`src/swbm_pkg.sv`:
```
package swbm_pkg;
    localparam int unsigned CLK_HZ = 25_000_000;
    localparam int unsigned TOUT_MS = 20;
    localparam int unsigned TOUT_CYC = CLK_HZ / 1000 * TOUT_MS;
    localparam int unsigned WUF_US = 40;
    localparam int unsigned WUF_CYC = CLK_HZ / 1_000_000 * WUF_US;
    localparam int unsigned SLEEP_MS = 300;
    localparam int unsigned SLEEP_CYC = CLK_HZ / 1000 * SLEEP_MS;
    localparam int CNT_W = 24;
    localparam logic [1:0] MODE_SLEEP = 2'h0;
    localparam logic [1:0] MODE_HS = 2'h1;
    localparam logic [1:0] MODE_HIGH_VOLTAGE_WAKEUP = 2'h2;
    localparam logic [1:0] MODE_NORM = 2'h3;
    typedef enum logic [1:0] {
        ST_SLEEP,
        ST_STANDBY,
        ST_ACTIVE
    } swbm_state_t;
endpackage

```
`src/swbm_sync.sv`:
```
`timescale 1ns/1ps
module swbm_sync #(
    parameter int W = 1
) (
    input wire logic ref_clk,
    input wire logic rst_n,
    input wire logic ce,
    input wire logic [W-1:0] d,
    output logic [W-1:0] q
);
    logic [W-1:0] s1_r;
    logic [W-1:0] s1_nxt;
    logic [W-1:0] q_r;
    logic [W-1:0] q_nxt;
    always_comb
    begin
        s1_nxt = ce ? d : s1_r;
        q_nxt = ce ? s1_r : q_r;
    end
    always_ff @(posedge ref_clk or negedge rst_n)
    begin
        if (!rst_n)
        begin
            s1_r <= '0;
            q_r <= '0;
        end
        else
        begin
            s1_r <= s1_nxt;
            q_r <= q_nxt;
        end
    end
    assign q = q_r;
endmodule // swbm_sync

```
`src/swbm_buf2.sv`:
```
`timescale 1ns/1ps
module swbm_buf2 #(
    parameter int W = 1
) (
    input wire logic ref_clk,
    input wire logic rst_n,
    input wire logic ce,
    input wire logic in_valid,
    output logic in_ready,
    input wire logic [W-1:0] in_data,
    output logic out_valid,
    input wire logic out_ready,
    output logic [W-1:0] out_data
);
    // two entries so a stall loses no sample
    logic [W-1:0] mem_r [2];
    logic [W-1:0] mem_nxt [2];
    logic [1:0] cnt_r;
    logic [1:0] cnt_nxt;
    logic rd_r;
    logic rd_nxt;
    logic wr_r;
    logic wr_nxt;
    logic push;
    logic pop;
    always_comb
    begin
        push = ce && in_valid && (cnt_r != 2'h2);
        pop = ce && out_ready && (cnt_r != 2'h0);
        mem_nxt = mem_r;
        if (push)
            mem_nxt[wr_r] = in_data;
        wr_nxt = push ? ~wr_r : wr_r;
        rd_nxt = pop ? ~rd_r : rd_r;
        cnt_nxt = cnt_r + {1'b0, push} - {1'b0, pop};
    end
    always_ff @(posedge ref_clk or negedge rst_n)
    begin
        if (!rst_n)
        begin
            mem_r[0] <= '1;
            mem_r[1] <= '1;
            cnt_r <= 2'h0;
            rd_r <= 1'b0;
            wr_r <= 1'b0;
        end
        else
        begin
            mem_r <= mem_nxt;
            cnt_r <= cnt_nxt;
            rd_r <= rd_nxt;
            wr_r <= wr_nxt;
        end
    end
    assign in_ready = (cnt_r != 2'h2);
    assign out_valid = (cnt_r != 2'h0);
    assign out_data = mem_r[rd_r];
endmodule // swbm_buf2

```
`src/swbm_core.sv`:
```
`timescale 1ns/1ps
// Summary of operation
// transmit high or floating leaves the bus undriven, recessive.
// transmit low drives dominant, normal or raised level by mode.
// sleep never drives the bus dominant.
// transmit input has a pull-up; undriven means recessive.
// transmit low beyond time-out switches the driver off.
// time-out reaction time lies between 10 ms and 30 ms.
// after time-out, next transmit rising edge resumes with no delay.
// mode inputs pulled low; undriven means sleep.
// modes: LL sleep, HL high-speed, LH wake-up, HH normal.
// sleep is left on valid wake-up or mode change off LL.
// high-speed mode disables wave shaping, up to 100 kbit/s.
// wake-up mode drives dominant at raised voltage.
// controller sends 33.333 kbit/s in normal mode; shaping applied.
// receive high when recessive, low when any dominant level.
// sleep passes no bus activity to receive output.
// valid wake-up from sleep drives receive low as interrupt.
// wake-up valid only after high level persists 10 to 70 us.
// no mode change after wake-up returns to sleep on its own.
// standby-to-sleep return takes between 100 ms and 500 ms.
// outside sleep, all valid bus changes reach receive output; code passes them in active state only, not in standby.
// load ground path stays closed unless loss of ground detected.
// transmit, mode and bus inputs synchronised before use.
// time-out counter restarts on falling edge, clears when high.
module swbm_core
    import swbm_pkg::*;
#(
    parameter int unsigned TOUT_CYCLES = TOUT_CYC,
    parameter int unsigned WUF_CYCLES = WUF_CYC,
    parameter int unsigned SLEEP_CYCLES = SLEEP_CYC
) (
    input wire logic ref_clk,
    input wire logic rst_n,
    input wire logic ce,
    input wire logic tx_cmd_n,
    input wire logic tx_cmd_pu_sense,
    input wire logic mode_select_first,
    input wire logic mode_select_second,
    input wire logic bus_dom_sense,
    input wire logic bus_hv_sense,
    input wire logic gnd_loss,
    output logic bus_line_o,
    output logic bus_line_oe,
    output logic bus_hv_level,
    output logic wave_shape_en,
    output logic rx_data,
    output logic load_gnd_on,
    output logic inh_on,
    output logic timeout_flag,
    output logic [1:0] mode_now
);
    import swbm_pkg::*;

    logic [5:0] raw;
    logic [5:0] syn;
    logic tx_act_s;
    logic tx_s;
    logic m0_s;
    logic m1_s;
    logic dom_s;
    logic hv_s;
    logic gnd_s;
    logic [1:0] msel;
    // tx read as high if undriven (pull-up modelled by sense pin)
    // tx rides inverted so the all-zero sync reset reads as idle
    assign raw = {~(tx_cmd_n | ~tx_cmd_pu_sense),
                  mode_select_first, mode_select_second,
                  bus_dom_sense, bus_hv_sense, gnd_loss};
    // ground detector is asynchronous too, so it shares the sync
    swbm_sync #(.W(6)) u_sync (
        .ref_clk(ref_clk),
        .rst_n(rst_n),
        .ce(ce),
        .d(raw),
        .q(syn)
    );
    // sync resets to zero; undriven mode inputs already mean sleep
    assign {tx_act_s, m0_s, m1_s, dom_s, hv_s, gnd_s} = syn;
    assign tx_s = ~tx_act_s;
    assign msel = {m1_s, m0_s};

    swbm_state_t st_r;
    swbm_state_t st_nxt;
    logic [CNT_W-1:0] sl_cnt_r;
    logic [CNT_W-1:0] sl_cnt_nxt;
    logic [CNT_W-1:0] wu_cnt_r;
    logic [CNT_W-1:0] wu_cnt_nxt;
    logic wu_flag_r;
    logic wu_flag_nxt;
    logic wu_valid;
    // filter runs in every state; only sleep acts on it
    assign wu_valid = (wu_cnt_r >= CNT_W'(WUF_CYCLES));

    always_comb
    begin
        st_nxt = st_r;
        sl_cnt_nxt = sl_cnt_r;
        wu_flag_nxt = wu_flag_r;
        wu_cnt_nxt = hv_s ? (wu_valid ? wu_cnt_r : wu_cnt_r + 1'b1)
                          : '0;
        case (st_r)
            ST_SLEEP:
            begin
                if (msel != MODE_SLEEP)
                    st_nxt = ST_ACTIVE;
                else if (wu_valid)
                begin
                    st_nxt = ST_STANDBY;
                    sl_cnt_nxt = '0;
                    wu_flag_nxt = 1'b1;
                end
            end
            ST_STANDBY:
            begin
                // a mode change stops the sleep timer
                if (!hv_s)
                    wu_flag_nxt = 1'b0;
                if (msel != MODE_SLEEP)
                begin
                    st_nxt = ST_ACTIVE;
                    wu_flag_nxt = 1'b0;
                end
                else if (sl_cnt_r >= CNT_W'(SLEEP_CYCLES - 1))
                begin
                    st_nxt = ST_SLEEP;
                    wu_flag_nxt = 1'b0;
                end
                else
                    sl_cnt_nxt = sl_cnt_r + 1'b1;
            end
            ST_ACTIVE:
            begin
                if (msel == MODE_SLEEP)
                    st_nxt = ST_SLEEP;
            end
            default:
                st_nxt = ST_SLEEP;
        endcase
        if (!ce)
        begin
            st_nxt = st_r;
            sl_cnt_nxt = sl_cnt_r;
            wu_cnt_nxt = wu_cnt_r;
            wu_flag_nxt = wu_flag_r;
        end
    end

    // standby after power-on, as a wake-up without the interrupt
    always_ff @(posedge ref_clk or negedge rst_n)
    begin
        if (!rst_n)
        begin
            st_r <= ST_STANDBY;
            sl_cnt_r <= '0;
            wu_cnt_r <= '0;
            wu_flag_r <= 1'b0;
        end
        else
        begin
            st_r <= st_nxt;
            sl_cnt_r <= sl_cnt_nxt;
            wu_cnt_r <= wu_cnt_nxt;
            wu_flag_r <= wu_flag_nxt;
        end
    end

    // dominant time-out
    logic tx_d_r;
    logic tx_d_nxt;
    logic [CNT_W-1:0] to_cnt_r;
    logic [CNT_W-1:0] to_cnt_nxt;
    logic to_r;
    logic to_nxt;
    logic tx_fall;
    assign tx_fall = tx_d_r && !tx_s;
    // counter parks at its limit; flag holds until tx rises
    always_comb
    begin
        tx_d_nxt = tx_s;
        to_cnt_nxt = to_cnt_r;
        to_nxt = to_r;
        if (tx_s)
        begin
            to_cnt_nxt = '0;
            to_nxt = 1'b0;
        end
        else if (tx_fall)
            to_cnt_nxt = '0;
        else if (to_cnt_r >= CNT_W'(TOUT_CYCLES - 1))
            to_nxt = 1'b1;
        else
            to_cnt_nxt = to_cnt_r + 1'b1;
        if (!ce)
        begin
            tx_d_nxt = tx_d_r;
            to_cnt_nxt = to_cnt_r;
            to_nxt = to_r;
        end
    end
    always_ff @(posedge ref_clk or negedge rst_n)
    begin
        if (!rst_n)
        begin
            tx_d_r <= 1'b1;
            to_cnt_r <= '0;
            to_r <= 1'b0;
        end
        else
        begin
            tx_d_r <= tx_d_nxt;
            to_cnt_r <= to_cnt_nxt;
            to_r <= to_nxt;
        end
    end

    // receive path through the two-entry buffer
    // always ready, so it never stalls; costs one cycle of latency
    logic rx_cand;
    logic bv;
    logic bd;
    always_comb
    begin
        if (st_r == ST_ACTIVE)
            rx_cand = ~dom_s;
        else if (wu_flag_r)
            rx_cand = 1'b0;
        else
            rx_cand = 1'b1;
    end
    swbm_buf2 #(.W(1)) u_buf (
        .ref_clk(ref_clk),
        .rst_n(rst_n),
        .ce(ce),
        .in_valid(1'b1),
        .in_ready(),
        .in_data(rx_cand),
        .out_valid(bv),
        .out_ready(1'b1),
        .out_data(bd)
    );

    // output registers
    logic drv_nxt;
    logic hv_nxt;
    logic sh_nxt;
    logic rx_nxt;
    logic bus_o_r;
    logic bus_oe_r;
    logic hv_r;
    logic sh_r;
    logic rx_r;
    logic gnd_r;
    logic inh_r;
    logic [1:0] md_r;
    logic drv_ok;
    // live mode checked too, so a move to sleep cuts drive at once
    assign drv_ok = (st_r == ST_ACTIVE) && (msel != MODE_SLEEP);
    always_comb
    begin
        drv_nxt = drv_ok && !tx_s && !to_r;
        // raised level only while driving, never on a released bus
        hv_nxt = drv_nxt && (msel == MODE_HIGH_VOLTAGE_WAKEUP);
        sh_nxt = (msel == MODE_NORM) || (msel == MODE_HIGH_VOLTAGE_WAKEUP);
        rx_nxt = bv ? bd : rx_r;
    end
    always_ff @(posedge ref_clk or negedge rst_n)
    begin
        if (!rst_n)
        begin
            bus_o_r <= 1'b0;
            bus_oe_r <= 1'b0;
            hv_r <= 1'b0;
            sh_r <= 1'b0;
            rx_r <= 1'b1;
            gnd_r <= 1'b1;
            inh_r <= 1'b1;
            md_r <= MODE_SLEEP;
        end
        else if (ce)
        begin
            // released pin means recessive, so enable follows the drive
            bus_o_r <= drv_nxt;
            bus_oe_r <= drv_nxt;
            hv_r <= hv_nxt;
            sh_r <= sh_nxt;
            rx_r <= rx_nxt;
            gnd_r <= !gnd_s;
            inh_r <= (st_nxt != ST_SLEEP);
            md_r <= msel;
        end
    end
    assign bus_line_o = bus_o_r;
    assign bus_line_oe = bus_oe_r;
    assign bus_hv_level = hv_r;
    assign wave_shape_en = sh_r;
    assign rx_data = rx_r;
    assign load_gnd_on = gnd_r;
    assign inh_on = inh_r;
    assign timeout_flag = to_r;
    assign mode_now = md_r;
endmodule // swbm_core

```
`config.mk`:
```
export PLATFORM = sky130hd
export DESIGN_NAME = swbm_core
export DESIGN_NICKNAME = d
export VERILOG_FILES = /design/src/swbm_pkg.sv /design/src/swbm_sync.sv /design/src/swbm_buf2.sv /design/src/swbm_core.sv
export SDC_FILE = /design/constraint.sdc
export NUM_CORES = 1
export LEC_CHECK = 0
export BUFFER_PORTS_ARGS = -buffer_cell sky130_fd_sc_hd__buf_4
export CAP_MARGIN = 20
export CORE_UTILIZATION = 24
export CTS_CLUSTER_DIAMETER = 200
export DETAILED_ROUTE_END_ITERATION = 8
export PLACE_DENSITY_LB_ADDON = 0.08
export SYNTH_ARGS = -nofsm -noshare
export SYNTH_HDL_FRONTEND = slang
export SYNTH_SLANG_ARGS = --single-unit
```
`constraint.sdc`:
```
create_clock -name ref_clk -period 2.89 [get_ports ref_clk]
set_input_delay 0.4335 -clock ref_clk [delete_from_list [all_inputs] [get_ports ref_clk]]
set_output_delay 0.4335 -clock ref_clk [all_outputs]
set_load 0.01 [all_outputs]
```
==> flow_summary_export.csv <==
group,metric,value,unit
synth,yosys_warnings,0,
power_and_ir_drop,ir_drop,0.280,mV
global_routing,grt_max_degree,48,
timing,worst_slack,0.521,ns
floorplan,std_cell_rows,52,
setup_path,cp.required,3.17,ns
route,vias_per_cell,4.79,
route,wl,12100,um
timing,finalSetupTns,0,ns
synth,synthMostInstantiatedCell,"dfrtp_1",
setup_path,crit_top_cell,"or4_1",
synth,netlist_area,5060,sq um
clock_tree,clockBufferDepth,2,
timing,layout_min_cycle_time,2.37,ns
timing,drv_slew,0,
timing,rsz0062_at_grt,"no",
route,route.detailed.drc,0,
timing,worst_clock_skew,0.00963,ns
timing,setup_violations,0,
clock_tree,cts_root_buf,"clkbuf_16",
clock_tree,cts_setup_buffers,0,
floorplan,fp.dieW,147,um
global_routing,grt_pass1_vias,3792,
route,ant_nets,0,
clock_tree,cts_hold_buf,0,
setup_path,worstSetupStartpointType,"flip-flop",
setup_path,path_class,"flip-flop to flip-flop",
clock_tree,clkLatencyLatePin,0.35,ns
route,vias,3858,
placement,io_buffers,19,
route,drtIter0Drc,177,
placement,gp_congestion,0.774,
worst_hold_path,hp-class,"input pin to async pin",
floorplan,start_util,24.8,%
layout,area_delta_synth_final,15.3,%
route,routedWlPerCell,15.0,um
global_routing,track_usage,11.8,%
timing,worst_slew_pin_slew,0.648,ns
clock_tree,cts.sinks,103,
clock_tree,cts_resized,0,
synth,synth.distinct_cells,54,
floorplan,coreArea,20400,sq um
global_routing,grt_overflow,0,
synth,synth_ff_type,"dfrtp_1",
timing,period_share,82.0,%
route,dr.pass1.iters,4,
power_and_ir_drop,cellPowerDensity,591,nW/um^2
timing,hold_viol_final,0,
synth,synth_top_area_share,47.5,%
timing,slew_headroom,56.7,%
outcome,status,"complete, no violations",
power_and_ir_drop,power.total,0.00345,W
synth,syn_nets,529,
setup_path,critical_path_arrival,2.65,ns
synth,seq_area_frac_synth,51.1,%
layout,final_layout_size_suffix_gt1_share,13.6,%
synth,yosys.area.top_type,"dfrtp_1",
layout,fin_nets,548,
synth,synth_seq_cells,103,
setup_path,cp-end-kind,"flip-flop",
floorplan,die_y,147,um
floorplan,io_pins,20,
global_routing,grt_antenna_before_repair,0,
setup_path,cp_max_fo,21,
floorplan,dieArea,21700,sq um
placement,dp_hpwl,8250,um
power_and_ir_drop,power.leakage,2.50,nW
synth,avgSynthCellArea,9.86,sq um
clock_tree,cts_tree,"yes",
layout,diodes,0,
placement,place_ws,0.547,ns
clock_tree,clk_pin_slew,0.07,ns
clock_tree,numCtsBuffers,9,
setup_path,slowest_stage,"or4_1",
setup_path,cp_cell_sequence,"or4_1, a31oi_1, or4_1, a21oi_2, buf_4, or4_1, a21oi_1",
timing,fmax,0.422,GHz
setup_path,cp_top_family,"simple AND/OR/NAND/NOR gates",
synth,synth-edff-count,0,
synth,synth_common_cells,"96 x dfrtp_1, 46 x nand2_1, 34 x o21ai_0",
layout,fill_cells,2161,
synth,async_flop_share,100,%
global_routing,grt_pass1_wl,20000,um
setup_path,critPathBufInv,1,
synth,yosys-top-cells-area,"dfrtp_1 47%, dfstp_2 3.6%, nand2_1 3.4%",
flow_run,drv_cap,0,
synth,synth_cells,513,
clock_tree,cts_max_level,3,
setup_path,max_stage_delay,0.52,ns
-- metal layers --
metal / vias to the layer above / share of wire (%) / track usage (%)
met5: - / 0 / 0
met3: 14 / 2.6 / 2.58
met2: 50 / 44 / 17.6
met4: 0 / 2.0 / 4.59
li1: 1895 / - / -
met1: 1899 / 52 / 16.6
-- final timing paths --
| check | to | cells after the start | slack, ns | start |
|---|---|---|---|---|
| worst max-delay path | sl_cnt_r[15]$_DFFE_PN0P_ | 7 | 0.52 | sl_cnt_r[10]$_DFFE_PN0P_ |
| worst min-delay path | sl_cnt_r[13]$_DFFE_PN0P_ | 1 | 0.08 | rst_n |
| worst max register to register | sl_cnt_r[15]$_DFFE_PN0P_ | 7 | 0.52 | sl_cnt_r[10]$_DFFE_PN0P_ |
| worst min register to register | load_gnd_on$_DFFE_PN1P_ | 1 | 0.42 | u_sync.q[0]$_DFFE_PN0P_ |
| max in group asynchronous | u_buf.mem_r[0]$_DFFE_PN1P_ | 2 | 1.96 | rst_n |
| min in group ref_clk | u_sync.s1_r[5]$_DFFE_PN0P_ | 2 | 0.25 | tx_cmd_n |
-- stage by stage --
| stage | util, % | hold WS (ns) | instances | instance area (sq um) |
|---|---|---|---|---|
| floorplan | - | 0.138 | 513 | 5060 |
| finish | 28.5 | 0.0788 | 806 | 5830 |
| CTS | 28.5 | 0.119 | 806 | 5830 |
| detailed placement | 27.0 | 0.418 | 791 | 5510 |
| global route | 28.5 | 0.139 | 806 | 5830 |
| global placement | 27.0 | 0.402 | 791 | 5510 |
-- layout make-up --
type                    instances  area (sq um)  area share (%)
repair buffers                 28           210            3.60
well taps                     270           338            5.79
clock inverters                 5          81.3            1.39
inverters                      25          93.8            1.61
multi-input cells             365          2280            39.2
flip-flops and latches        103          2590            44.3
clock buffers                  10           239            4.10
-- cell families after synthesis --
| group | Yosys count | synth area share [%] |
|---|---|---|
| buffers and inverters | 45 | 3.73 |
| adder cells (fa/ha/maj) | 6 | 1.48 |
| flip-flops | 103 | 51.1 |
| AND/OR/NAND/NOR | 223 | 23.9 |
| multiplexers | 22 | 4.67 |
| XOR/XNOR | 9 | 1.56 |
| AO/OA/AOI/OAI | 105 | 13.6 |
-- registers in the layout, summed over array words and instances, names as in the netlist --
signal	cells
to_cnt_r	24
wu_cnt_r	24
u_sync.s1_r	6
st_r	2
bus_hv_level	1
u_sync.q	6
sl_cnt_r	24
u_buf.mem_r	2
u_buf.cnt_r	2
load_gnd_on	1
u_buf.rd_r	1
wave_shape_en	1
bus_line_oe	1
timeout_flag	1
tx_d_r	1
u_buf.wr_r	1
mode_now	2
rx_data	1
wu_flag_r	1
inh_on	1
-- layout by cell type (no fill, tap or decap), types with 7 or more instances in the layout --
master	synthesis	routed
or4_1	14	14
a21oi_1	25	25
nor2_1	33	33
mux2i_1	9	9
nor4_1	9	9
xnor2_1	9	9
o21ai_0	34	34
or3_1	13	13
nand2b_1	12	12
nand2_1	46	46
nand4_1	14	14
nand3_1	28	28
and3_1	8	8
mux2_2	13	13
buf_4	3	28
and2_1	21	21
nor3_1	7	7
dfstp_2	7	7
inv_1	25	25
a31oi_1	7	7
dfrtp_1	96	96
o31ai_1	7	7
clkbuf_16	0	9
-- report_power, final --
part           switching (W)  total [W]  internal [W]
clock               0.000566    0.00135      0.000781
sequential          0.000118    0.00170       0.00159
combinational       0.000210   0.000395      0.000185
Power figures use the tool's default switching activity.
